File: config.mk
export PLATFORM = sky130hd
export DESIGN_NAME = emp_pins
export DESIGN_NICKNAME = d
export VERILOG_FILES = /design/src/emp_pins.v /design/src/emp_sync.v
export VERILOG_INCLUDE_DIRS = /design/src
export SDC_FILE = /design/constraint.sdc
export NUM_CORES = 1
export LEC_CHECK = 0
export ABC_AREA = 1
export BUFFER_PORTS_ARGS = -buffer_cell sky130_fd_sc_hd__buf_4
export CAP_MARGIN = 25
export CORE_MARGIN = 4
export CORE_UTILIZATION = 40
export DETAILED_ROUTE_END_ITERATION = 10
export HOLD_SLACK_MARGIN = 0.08
export SLEW_MARGIN = 40
export SYNTH_ARGS = -nofsm -noshare
export SYNTH_HDL_FRONTEND = slang
export SYNTH_SLANG_ARGS = --single-unit
File: constraint.sdc
create_clock -name CLK_SYS -period 4.11 [get_ports CLK_SYS]
set_clock_uncertainty 0.2 [all_clocks]
set_input_delay 0.411 -clock CLK_SYS [delete_from_list [all_inputs] [get_ports CLK_SYS]]
set_output_delay 0.411 -clock CLK_SYS [all_outputs]
set_load 0.05 [all_outputs]
File: src/emp_map.vh
`ifndef EMP_MAP_VH
`define EMP_MAP_VH
// Serial frame layout: 1 direction bit, 7 address bits, 16 data bits.
`define EMP_FRAME_BITS 24
`define EMP_ADDR_BITS 7
`define EMP_DATA_BITS 16
// Register addresses; the pin logic decodes only the mode address.
`define EMP_ADDR_STATUS 7'h01
`define EMP_ADDR_MODE 7'h2B
// Field positions inside the metering mode register.
`define EMP_MODE_ZX_LSB 2
`define EMP_MODE_ZX_MSB 3
`define EMP_MODE_LINE_SELECT_BIT_BIT 4
// Reset values.
`define EMP_MODE_RESET 16'h0000
// Zero-crossing selector encodings.
`define EMP_ZX_POS 2'h0
`define EMP_ZX_NEG 2'h1
`define EMP_ZX_ALL 2'h2
// Metering mode encodings of the two select pins.
`define EMP_MM_LARGER 2'h0
`define EMP_MM_FIXED_L 2'h1
`define EMP_MM_SUM 2'h2
`define EMP_MM_FLEX 2'h3
// Zero-crossing output pulse width in nanoseconds and in clock cycles.
`define EMP_ZX_PULSE_NS 5000
`define EMP_CLK_NS 10
`define EMP_ZX_PULSE_CYC (`EMP_ZX_PULSE_NS / `EMP_CLK_NS)
`endif

File: src/emp_pins.v
// Operation
// - Serial input sampled on serial clock rising edge.
// - Read data shifted out on falling edge.
// - Three-wire frames are exactly 24 clock cycles.
// - Interrupt follows any set system status bit.
// - Select pins pick larger, fixed, summing modes.
// - Select 11 uses line select bit.
// - Zero-crossing output with selectable edge polarity.
// - Warning on calibration error or voltage sag.
// - Active and reactive energy pulse outputs.
// - No-load states suppress their energy pulses.
// - Active-low reset pin holds all logic.
`include "emp_map.vh"
module emp_pins #(
    parameter FRAME_BITS = `EMP_FRAME_BITS
) (
    input wire CLK_SYS,
    input wire RST_N,
    input wire THREE_WIRE,
    input wire CS_N,
    input wire SCLK,
    input wire SDI,
    output reg SDO,
    output reg SDO_OE_N,
    input wire MODE_SELECT_HI,
    input wire MODE_SELECT_LO,
    input wire [15:0] STATUS_BITS,
    input wire CAL_ERROR,
    input wire VOLTAGE_SAG,
    input wire VOLT_SIGN,
    input wire L_ACTIVE_PULSE,
    input wire N_ACTIVE_PULSE,
    input wire L_REACTIVE_PULSE,
    input wire N_REACTIVE_PULSE,
    input wire LARGER_IS_N,
    input wire ACTIVE_NO_LOAD,
    input wire REACTIVE_NO_LOAD,
    input wire [15:0] RD_DATA,
    output reg [6:0] REG_ADDR,
    output reg REG_RD,
    output reg REG_WR,
    output reg [15:0] REG_WDATA,
    output reg [15:0] METERING_MODE_REG,
    output reg [1:0] MODE_APPLIED,
    output reg IRQ,
    output reg FATAL_WARNING_OUT,
    output reg ZERO_CROSS_OUT,
    output reg ACTIVE_PULSE_OUT,
    output reg REACTIVE_PULSE_OUT
);
    // Reset release pipeline; all logic below uses rst_n.
    reg [1:0] rst_pipe;
    wire rst_n = rst_pipe[1];

    // The reset pin clears everything asynchronously and is released in sync.
    always @(posedge CLK_SYS or negedge RST_N) begin
        if (!RST_N) begin
            rst_pipe <= 2'h0;
        end else begin
            rst_pipe <= {rst_pipe[0], 1'b1};
        end
    end

    // Every pin from outside the clock domain passes two flip-flops first.
    wire cs_s, sclk_s, sdi_s, mhi_s, mlo_s, sign_s;
    emp_sync u_cs (.clk(CLK_SYS), .rst_n(rst_n), .din(~CS_N), .dout(cs_s));
    emp_sync u_sclk (.clk(CLK_SYS), .rst_n(rst_n), .din(SCLK), .dout(sclk_s));
    emp_sync u_sdi (.clk(CLK_SYS), .rst_n(rst_n), .din(SDI), .dout(sdi_s));
    emp_sync u_mhi (.clk(CLK_SYS), .rst_n(rst_n), .din(MODE_SELECT_HI), .dout(mhi_s));
    emp_sync u_mlo (.clk(CLK_SYS), .rst_n(rst_n), .din(MODE_SELECT_LO), .dout(mlo_s));
    emp_sync u_sgn (.clk(CLK_SYS), .rst_n(rst_n), .din(VOLT_SIGN), .dout(sign_s));

    // Previous samples for edge detection, taken from synchronised copies only.
    // SCLK is oversampled, so each of its phases must last several system clocks.
    reg sclk_d, cs_d, sign_d;
    wire sclk_rise = sclk_s & ~sclk_d;
    wire sclk_fall = ~sclk_s & sclk_d;
    // THREE_WIRE is a strap from logic on this clock, so it is read unsynchronised.
    // Select counts as active when held low, or always in three-wire mode.
    wire sel = THREE_WIRE | cs_s;
    wire sel_start = cs_s & ~cs_d & ~THREE_WIRE;

    // Frame state: bit counter, shift registers and the read flag.
    reg [4:0] bit_cnt;
    reg [23:0] shift_in;
    reg [15:0] shift_out;
    reg is_read;
    reg in_frame;
    wire [23:0] next_shift = {shift_in[22:0], sdi_s};
    // The frame length follows the parameter; the counter holds up to 31.
    wire last_bit = (bit_cnt == FRAME_BITS - 1);

    // Serial engine: sample on rising, shift on falling, frame by count.
    always @(posedge CLK_SYS or negedge rst_n) begin
        if (!rst_n) begin
            sclk_d <= 1'b0;
            cs_d <= 1'b0;
            bit_cnt <= 5'h00;
            shift_in <= 24'h000000;
            shift_out <= 16'h0000;
            is_read <= 1'b0;
            in_frame <= 1'b0;
            REG_ADDR <= 7'h00;
            REG_RD <= 1'b0;
            REG_WR <= 1'b0;
            REG_WDATA <= 16'h0000;
            SDO <= 1'b0;
            SDO_OE_N <= 1'b1;
            // The mode register restarts with every field at its default.
            METERING_MODE_REG <= `EMP_MODE_RESET;
        end else begin
            sclk_d <= sclk_s;
            cs_d <= cs_s;
            REG_RD <= 1'b0;
            REG_WR <= 1'b0;
            if (!sel || sel_start) begin
                // Deselect or a fresh frame restarts the count and frees the line.
                bit_cnt <= 5'h00;
                in_frame <= 1'b0;
                SDO_OE_N <= 1'b1;
            end else if (sclk_rise) begin
                // Capture one bit per rising serial edge.
                shift_in <= next_shift;
                in_frame <= ~last_bit;
                if (bit_cnt == 5'h00) begin
                    // The first bit of a frame decides between read and write.
                    is_read <= sdi_s;
                end
                if (bit_cnt == `EMP_ADDR_BITS) begin
                    // Address complete; fetch read data in time for bit 8.
                    REG_ADDR <= next_shift[6:0];
                    REG_RD <= shift_in[6];
                end
                if (last_bit) begin
                    bit_cnt <= 5'h00;
                    if (!is_read) begin
                        REG_WR <= 1'b1;
                        REG_WDATA <= next_shift[15:0];
                        if (REG_ADDR == `EMP_ADDR_MODE) begin
                            METERING_MODE_REG <= next_shift[15:0];
                        end
                    end
                end else begin
                    bit_cnt <= bit_cnt + 5'h01;
                end
            end else if (sclk_fall && is_read && bit_cnt >= `EMP_ADDR_BITS + 1) begin
                // Drive read data MSB first on each falling serial edge.
                if (bit_cnt == `EMP_ADDR_BITS + 1) begin
                    SDO <= (REG_ADDR == `EMP_ADDR_MODE) ? METERING_MODE_REG[15] : RD_DATA[15];
                    shift_out <= (REG_ADDR == `EMP_ADDR_MODE) ?
                        {METERING_MODE_REG[14:0], 1'b0} : {RD_DATA[14:0], 1'b0};
                end else begin
                    SDO <= shift_out[15];
                    shift_out <= {shift_out[14:0], 1'b0};
                end
                SDO_OE_N <= 1'b0;
            end else if (sclk_fall && !in_frame) begin
                // After the last bit the line is released again.
                SDO_OE_N <= 1'b1;
            end
        end
    end

    // Mode pins are taken only while no frame is in progress.
    wire [1:0] pins = {mhi_s, mlo_s};
    wire [1:0] line_sel = (MODE_APPLIED == `EMP_MM_LARGER) ? {1'b0, LARGER_IS_N} :
                          (MODE_APPLIED == `EMP_MM_FIXED_L) ? 2'h0 :
                          (MODE_APPLIED == `EMP_MM_SUM) ? 2'h2 :
                          {1'b0, METERING_MODE_REG[`EMP_MODE_LINE_SELECT_BIT_BIT]};
    // Line chosen per mode: bit 1 means sum, bit 0 means N line.
    wire act_src = line_sel[1] ? (L_ACTIVE_PULSE | N_ACTIVE_PULSE) :
                   (line_sel[0] ? N_ACTIVE_PULSE : L_ACTIVE_PULSE);
    wire react_src = line_sel[1] ? (L_REACTIVE_PULSE | N_REACTIVE_PULSE) :
                     (line_sel[0] ? N_REACTIVE_PULSE : L_REACTIVE_PULSE);
    // The summing mode ORs pulses; coincident pulses from both lines merge, a known limit.

    // Zero-crossing polarity decode from the mode register field.
    wire [1:0] zx_sel = METERING_MODE_REG[`EMP_MODE_ZX_MSB:`EMP_MODE_ZX_LSB];
    wire pos_x = ~sign_s & sign_d;
    wire neg_x = sign_s & ~sign_d;
    wire zx_hit = (zx_sel == `EMP_ZX_POS) ? pos_x :
                  (zx_sel == `EMP_ZX_NEG) ? neg_x : (pos_x | neg_x);
    reg [15:0] zx_cnt;
    // Pulse length in cycles; the counter keeps only its low 16 bits.
    localparam [31:0] ZX_PULSE_FULL = `EMP_ZX_PULSE_CYC;

    // Output pins: every one is registered so glitches never reach the package.
    always @(posedge CLK_SYS or negedge rst_n) begin
        if (!rst_n) begin
            MODE_APPLIED <= `EMP_MM_LARGER;
            IRQ <= 1'b0;
            FATAL_WARNING_OUT <= 1'b0;
            ZERO_CROSS_OUT <= 1'b0;
            ACTIVE_PULSE_OUT <= 1'b0;
            REACTIVE_PULSE_OUT <= 1'b0;
            sign_d <= 1'b0;
            zx_cnt <= 16'h0000;
        end else begin
            // Sign history resets to the synchroniser's value, so reset fakes no crossing.
            sign_d <= sign_s;
            if (!in_frame) begin
                MODE_APPLIED <= pins;
            end
            IRQ <= |STATUS_BITS;
            FATAL_WARNING_OUT <= CAL_ERROR | VOLTAGE_SAG;
            ACTIVE_PULSE_OUT <= act_src & ~ACTIVE_NO_LOAD;
            REACTIVE_PULSE_OUT <= react_src & ~REACTIVE_NO_LOAD;
            if (zx_hit) begin
                // A crossing restarts the output pulse.
                zx_cnt <= ZX_PULSE_FULL[15:0];
                ZERO_CROSS_OUT <= 1'b1;
            end else if (zx_cnt != 16'h0000) begin
                zx_cnt <= zx_cnt - 16'h0001;
                ZERO_CROSS_OUT <= (zx_cnt != 16'h0001);
            end else begin
                ZERO_CROSS_OUT <= 1'b0;
            end
        end
    end
endmodule

File: src/emp_sync.v
// Two-stage synchroniser for one level coming from outside the clock domain.
module emp_sync (
    input wire clk,
    input wire rst_n,
    input wire din,
    output reg dout
);
    // First stage; read only by the second stage.
    reg meta;

    // Both stages clear to zero under reset.
    always @(posedge clk or negedge rst_n) begin
        if (!rst_n) begin
            meta <= 1'b0;
            dout <= 1'b0;
        end else begin
            meta <= din;
            dout <= meta;
        end
    end
endmodule

==> impl_metrics.json, run 1 <==
{
  "fin_nets": 823,
  "initial_core_util_pct": 41.4,
  "yosysWarningCount": 0,
  "hold_class": "in -> async",
  "grt_max_degree": 67,
  "p_switching_uw": 807,
  "numCtsBuffers": 17,
  "p_clk_share_pct": 51.1,
  "synth_top_area_share_pct": 53.5,
  "post-cts-setup-buffer-count": 0,
  "yosysMostFrequentCell": "nand2_1",
  "fmax_mhz": 400,
  "cts_resized": 0,
  "layout_min_cycle_time_ps": 2500,
  "synth_area_per_cell_um2": 8.55,
  "powerDensity_nw_per_um2": 449,
  "peakVddDrop_uv": 283,
  "postRouteAntennaNets": 0,
  "drt_iter0_markers": 209,
  "grt.total_usage_pct": 17.0,
  "path_clk_slew_ps": 60,
  "tns_ps": 0,
  "path_max_fanout": 35,
  "period_share_pct": 60.9,
  "vias": 4459,
  "p_leak_uw": 0.00361,
  "rrSetupSlack_ps": 1610,
  "core_area_um2": 13500,
  "crit_type": "reg -> reg",
  "use_met3_pct": 5.00,
  "netSwitchingFraction_pct": 24.8,
  "rr_worst_depth": 6,
  "drc": 0,
  "synth.distinct_cells": 37,
  "yosys-top-cells-area": "dfrtp_1, nand2_1, inv_1, nor2_1, nand3_1",
  "cts.sinks": 120,
  "synthTopCellsByCount": "nand2_1, dfrtp_1, inv_1, nor2_1, nand3_1",
  "maxSlewHeadroom_pct": 51.3,
  "clock_latency_ps": 420,
  "pin_count": 100,
  "synthCells": 651,
  "worst_pin_slew_ps": 730,
  "synth_enable_flop_cells": 0,
  "die_y_um": 126,
  "cts.htree.levels": 4,
  "gp_congestion": 0.813,
  "cp_cell_sequence": "inv_1 -> nand3_4 -> nor2_4 -> nand2_4 -> nand2_1 -> o21ai_2",
  "cap_violations": 0,
  "rr_startpoint": "sclk_d",
  "post_drt_wl_per_cell_um": 13.6,
  "antenna_found_initial": 0,
  "port_buffers": 99,
  "crit_slowest_cell": "nor2_4",
  "async_flop_share_pct": 100,
  "synth-seq-cells": 120,
  "slew_viol_final": 0,
  "worstPathRequired_ps": 4200,
  "place_hpwl_mm": 9.10,
  "cts_tree": "built",
  "r2r-end": "METERING_MODE_REG[2]",
  "crit_path_end_kind": "flip-flop",
  "routed_wl_mm": 13.0,
  "die_x_um": 126,
  "n_antenna_cell": 0,
  "use_met1_pct": 22.4,
  "yosys_most_used_dff": "dfrtp_1",
  "syn_area_um2": 5570,
  "synth.largest_area_cell": "dfrtp_1",
  "drive_gt1_share_pct": 22.9,
  "cts-root-buf": "clkbuf_16",
  "drt-pass1-iter-count": 4,
  "dieArea_um2": 15900,
  "crit_path_max_incr_delay_ps": 680,
  "crit_arrival_ps": 2590,
  "finalSetupViolations": 0,
  "grt_use_met2_pct": 27.7,
  "cts_hold_buf": 16,
  "cts_buffer_depth": 2,
  "p_total_uw": 3260,
  "fillers": 1240,
  "grt_pass1_wl_mm": 21.7,
  "final_hold_viol_count": 0,
  "start_kind": "flip-flop",
  "busiest_layer": "met2",
  "combPwrFrac_pct": 8.8,
  "vias_per_cell": 4.66,
  "rows": 42,
  "grt_pass1_vias": 4399,
  "rsz0062_at_grt": "false",
  "ys_seq_area_share_pct": 54.0,
  "p_int_uw": 2450,
  "syn-num-nets": 707,
  "seqPwrFrac_pct": 40.1,
  "areaGrowthSynthToFinish_pct": 30.1,
  "status": "completed",
  "overflow": 0
}
cells by family (layout without fill, tap and decap cells):
logic type               after synthesis  after routing  synth area share [%]
AO/OA/AOI/OAI                         91             91                  9.84
XOR/XNOR                               3              3                 0.472
adder cells (fa/ha/maj)                6              6                  1.35
buffers and inverters                127            256                  9.80
flip-flops                           120            120                  54.0
other                                  1              1                0.0674
AND/OR/NAND/NOR                      303            303                  24.5
critical path, delay by kind of cell, from the launching register on:
kind / cells / cell delay (ps)
compound gates: 1 / 70
buf+inv: 1 / 150
flops: 1 / 350
simple gates: 4 / 1580
routing by layer:
metal / vias to the layer above / routed length (µm)
li1: 2273 / -
met1: 2101 / 5970
met2: 80 / 6450
met3: 5 / 531
met4: 0 / 76
met5: - / 0
through the flow:
stage | setup WS [ps] | util, % | area (µm²) | instances | hold WS, ps
floorplan | 321 | - | 5570 | 651 | -84.6
global placement | 1560 | 47.7 | 6420 | 908 | -5.85
detailed placement | 1500 | 47.7 | 6420 | 908 | -3.92
CTS | 1590 | 53.9 | 7240 | 956 | 95.9
global route | 1330 | 53.9 | 7240 | 956 | 118
finish | 1610 | 53.9 | 7240 | 956 | 110
registers in the layout, indices dropped and copies added, names as in the netlist, 2 cells and up:
| register | count |
|---|---|
| rst_pipe | 2 |
| REG_WDATA | 16 |
| METERING_MODE_REG | 16 |
| zx_cnt | 16 |
| MODE_APPLIED | 2 |
| REG_ADDR | 7 |
| shift_in | 15 |
| shift_out | 15 |
| bit_cnt | 5 |
power by group through the flow:
| stage | Clock [µW] | Sequential (µW) | Combinational [µW] |
|---|---|---|---|
| after floorplan | 0 | 1340 | 157 |
| after global placement | 0 | 1320 | 269 |
| after detailed placement | 0 | 1330 | 278 |
| after CTS | 1690 | 1310 | 291 |
| after global routing | 1760 | 1320 | 325 |
| final | 1660 | 1310 | 286 |
how the worst max path moves through the flow:
stage,from,endpoint,depth (start not counted)
global route,sclk_d,METERING_MODE_REG[3],6
finish,sclk_d,METERING_MODE_REG[2],6
global placement,THREE_WIRE,METERING_MODE_REG[13],8
floorplan,rst_pipe[1],ACTIVE_PULSE_OUT,0
CTS,sclk_d,METERING_MODE_REG[2],6
detailed placement,THREE_WIRE,METERING_MODE_REG[11],8
cells in the final DEF, fill, tap and decap left out, types with 2 or more instances in the layout:
master / n
nand2_4: 2
nand2_1: 124
nand4_1: 4
o31ai_1: 2
inv_2: 4
o21ai_2: 21
o21ai_1: 4
a21oi_1: 36
inv_6: 4
ha_1: 6
clkinv_4: 4
o21ai_0: 24
nor4_1: 4
o22ai_1: 2
bufinv_16: 5
clkbuf_16: 17
nor2_2: 2
buf_4: 100
nand3_4: 2
nor2_1: 92
nand2_2: 4
dfrtp_1: 118
inv_1: 102
xor2_1: 2
dlygate4sd3_1: 16
nand3_1: 57
nor2_4: 5
nand3b_1: 2
final cells by class:
class,count,area (µm²),share of cell area (%)
Sequential cell,120,3010,41.5
Multi-Input combinational cell,404,2020,27.9
Timing Repair Buffer,117,931,12.8
Clock buffer,17,425,5.87
Inverter,107,403,5.56
Clock inverter,15,239,3.30
Tap cell,176,220,3.04
(Power assumes the default switching activity.)
==> run 2, diff against run 1 <==
--- a/config.mk
+++ b/config.mk
@@ -6,7 +6,7 @@
 export SDC_FILE = /design/constraint.sdc
 export NUM_CORES = 1
 export LEC_CHECK = 0
-export ABC_AREA = 1
+export ABC_AREA = 0
 export BUFFER_PORTS_ARGS = -buffer_cell sky130_fd_sc_hd__buf_4
 export CAP_MARGIN = 25
 export CORE_MARGIN = 4
==> constraint.sdc (replaced) <==
create_clock -name CLK_SYS -period 2.1 [get_ports CLK_SYS]
set_clock_uncertainty 0.2 [all_clocks]
set_input_delay 0.21 -clock CLK_SYS [delete_from_list [all_inputs] [get_ports CLK_SYS]]
set_output_delay 0.21 -clock CLK_SYS [all_outputs]
set_load 0.05 [all_outputs]
==> run 2 against run 1 <==
Effect of this change: worst setup slack lost 1500 ps; cell count decreased by 21%; via count down 14%; critical path depth grew 1; synthesized cell count fell by 38%; worst hold slack improved by 38 ps; sequential cell count unchanged; first-iteration DRC count decreased by 4.3%.
==> impl_metrics.json, run 2 <==
{
  "syn_area_um2": 5100,
  "yosys_most_used_dff": "dfrtp_1",
  "crit_arrival_ps": 2100,
  "gp_congestion": 0.805,
  "initial_core_util_pct": 41.6,
  "crit_path_end_kind": "flip-flop",
  "rows": 40,
  "port_buffers": 99,
  "synth-seq-cells": 120,
  "powerDensity_nw_per_um2": 899,
  "top_layer": "met4",
  "worstPathRequired_ps": 2190,
  "numCtsBuffers": 17,
  "async_flop_share_pct": 100,
  "routed_wl_mm": 12.2,
  "areaGrowthSynthToFinish_pct": 44.2,
  "finalSetupViolations": 0,
  "ys_seq_area_share_pct": 58.9,
  "drive_gt1_share_pct": 40.4,
  "cap_violations": 0,
  "met2_length_mm": 6.06,
  "grt_pass1_vias": 3948,
  "overflow": 0,
  "final_cell_mix": "buf_4, dfrtp_1, mux2_2",
  "routed-wl-met3_um": 640,
  "vias": 3818,
  "place_hpwl_mm": 8.48,
  "yosys-top-cells-area": "dfrtp_1, mux2_2, mux2i_1, mux2_4, nand2_1",
  "grt_max_degree": 38,
  "maxSlewHeadroom_pct": 59.2,
  "layout_min_cycle_time_ps": 2020,
  "fin_nets": 630,
  "synth_area_per_cell_um2": 12.7,
  "synthTopCellsByCount": "dfrtp_1, mux2_2, nand2_1, mux2i_1, nand3_1",
  "antenna_found_initial": 0,
  "cts-root-buf": "clkbuf_16",
  "die_x_um": 121,
  "die_y_um": 121,
  "cts_tree": "built",
  "slew_viol_final": 0,
  "status": "completed",
  "drc": 0,
  "period_share_pct": 96.0,
  "crit_type": "reg -> reg",
  "pin_count": 100,
  "post_drt_wl_per_cell_um": 16.2,
  "clock_latency_ps": 410,
  "syn-num-nets": 457,
  "p_leak_uw": 0.00351,
  "dieArea_um2": 14600,
  "drt-pass1-iter-count": 6,
  "synth.largest_area_cell": "dfrtp_1",
  "path_max_fanout": 7,
  "start_kind": "flip-flop",
  "cts_buffer_depth": 2,
  "final_hold_viol_count": 0,
  "drt_iter0_markers": 200,
  "synthCells": 401,
  "final_common_cell": "buf_4",
  "core_area_um2": 12300,
  "synth_top_area_share_pct": 58.4,
  "vias_per_cell": 5.06,
  "path_clk_slew_ps": 50,
  "timing.hold.ws_ps": 148,
  "grt_pass1_wl_mm": 20.1,
  "hold_class": "reg -> async",
  "worst_pin_slew_ps": 612,
  "p_total_uw": 6610,
  "cts.sinks": 120,
  "synth_enable_flop_cells": 0,
  "wl_met1_mm": 5.34,
  "postRouteAntennaNets": 0,
  "peakVddDrop_uv": 584,
  "cts.htree.levels": 4,
  "yosysMostFrequentCell": "dfrtp_1",
  "reg.largest.list": "METERING_MODE_REG: 16 flops, REG_WDATA: 16 flops, zx_cnt: 16 flops",
  "synth.distinct_cells": 51,
  "fmax_mhz": 496,
  "grt.total_usage_pct": 17.7,
  "yosysWarningCount": 0,
  "n_antenna_cell": 0
}
[run 2: cell count changes after synthesis, moves of 6 or more]
cell,delta
inv_1,-93
o21ai_0,-14
nand3_1,-37
nor2_1,-76
o21ai_2,-21
mux2_2,+48
mux2_4,+10
nand2_1,-88
mux2i_1,+20
o211ai_1,+17
a21oi_1,-30
buf_6,-6
[run 2: logic make-up after synthesis]
| group | Yosys count | share of synthesized area (%) |
|---|---|---|
| AOI/OAI and AO/OA | 49 | 6.65 |
| xor gates and xnor gates | 6 | 1.03 |
| adders and majority gates | 6 | 1.47 |
| buffers and inverters | 22 | 1.91 |
| DFF | 120 | 58.9 |
| muxes | 78 | 17.5 |
| other | 1 | 0.0735 |
| and+or+nand+nor | 119 | 12.5 |
[run 2: power by group]
part	leakage (µW)	total [µW]	switching, µW	internal [µW]
registers	0.00156	2670	185	2490
clock network	0.000333	3290	1030	2270
logic	0.00162	646	294	351
[run 2: path summary, 6_finish.rpt]
| path | startpoint | depth (start not counted) | endpoint | slack [ps] |
|---|---|---|---|---|
| max in group asynchronous | rst_pipe[1] | 1 | REG_ADDR[4] | 750 |
| min | rst_pipe[1] | 1 | u_sclk.meta | 150 |
| max | zx_cnt[1] | 7 | zx_cnt[1] | 80 |
| min reg2reg | rst_pipe[1] | 1 | u_sclk.meta | 150 |
| min in group CLK_SYS | u_sclk.meta | 0 | u_sclk.dout | 150 |
| max reg2reg | zx_cnt[1] | 7 | zx_cnt[1] | 80 |
[run 2: area by class of cell]
class	instances	area (µm²)
well taps	168	210
multi-input cells	259	2030
fillers	1001	4900
repair buffers	167	1390
clock inverters	10	189
flip-flops and latches	120	3010
inverters	9	33.8
clock buffers	22	494
[run 2: layer usage]
metal  track usage, %  vias up
li1                 -     1807
met1             21.6     1900
met2             29.4       96
met3             5.87       15
met4             5.95        0
met5                0        -
[run 2: timing repair]
item	CTS	global route
resized for setup	1	4
pin swaps	0	1
hold buffers	41	0
setup buffers	0	1
hold endpoints to repair	51	0
setup endpoints to repair	1	11
[run 2: metrics by stage]
step / std cells / cell area (µm²) / setup slack (ps) / utilization [%] / setup TNS [ps]
after floorplan: 401 / 5120 / -1.47 / - / -14.7
after global placement: 681 / 6240 / 85.1 / 50.9 / 0
after detailed placement: 681 / 6240 / -15.9 / 50.9 / -15.9
after CTS: 754 / 7340 / 35.3 / 59.9 / 0
after global routing: 755 / 7360 / -39.3 / 60.0 / -75.9
final: 755 / 7360 / 83.8 / 60.0 / 0
[run 2: worst max-delay path: stages (launching register included)]
cell and delay (ps):
dfrtp_1 420, inv_1 100, ha_2 210, nor3b_4 310, nand4_1 240, buf_4 220
nor2_1 140, a211oi_2 60
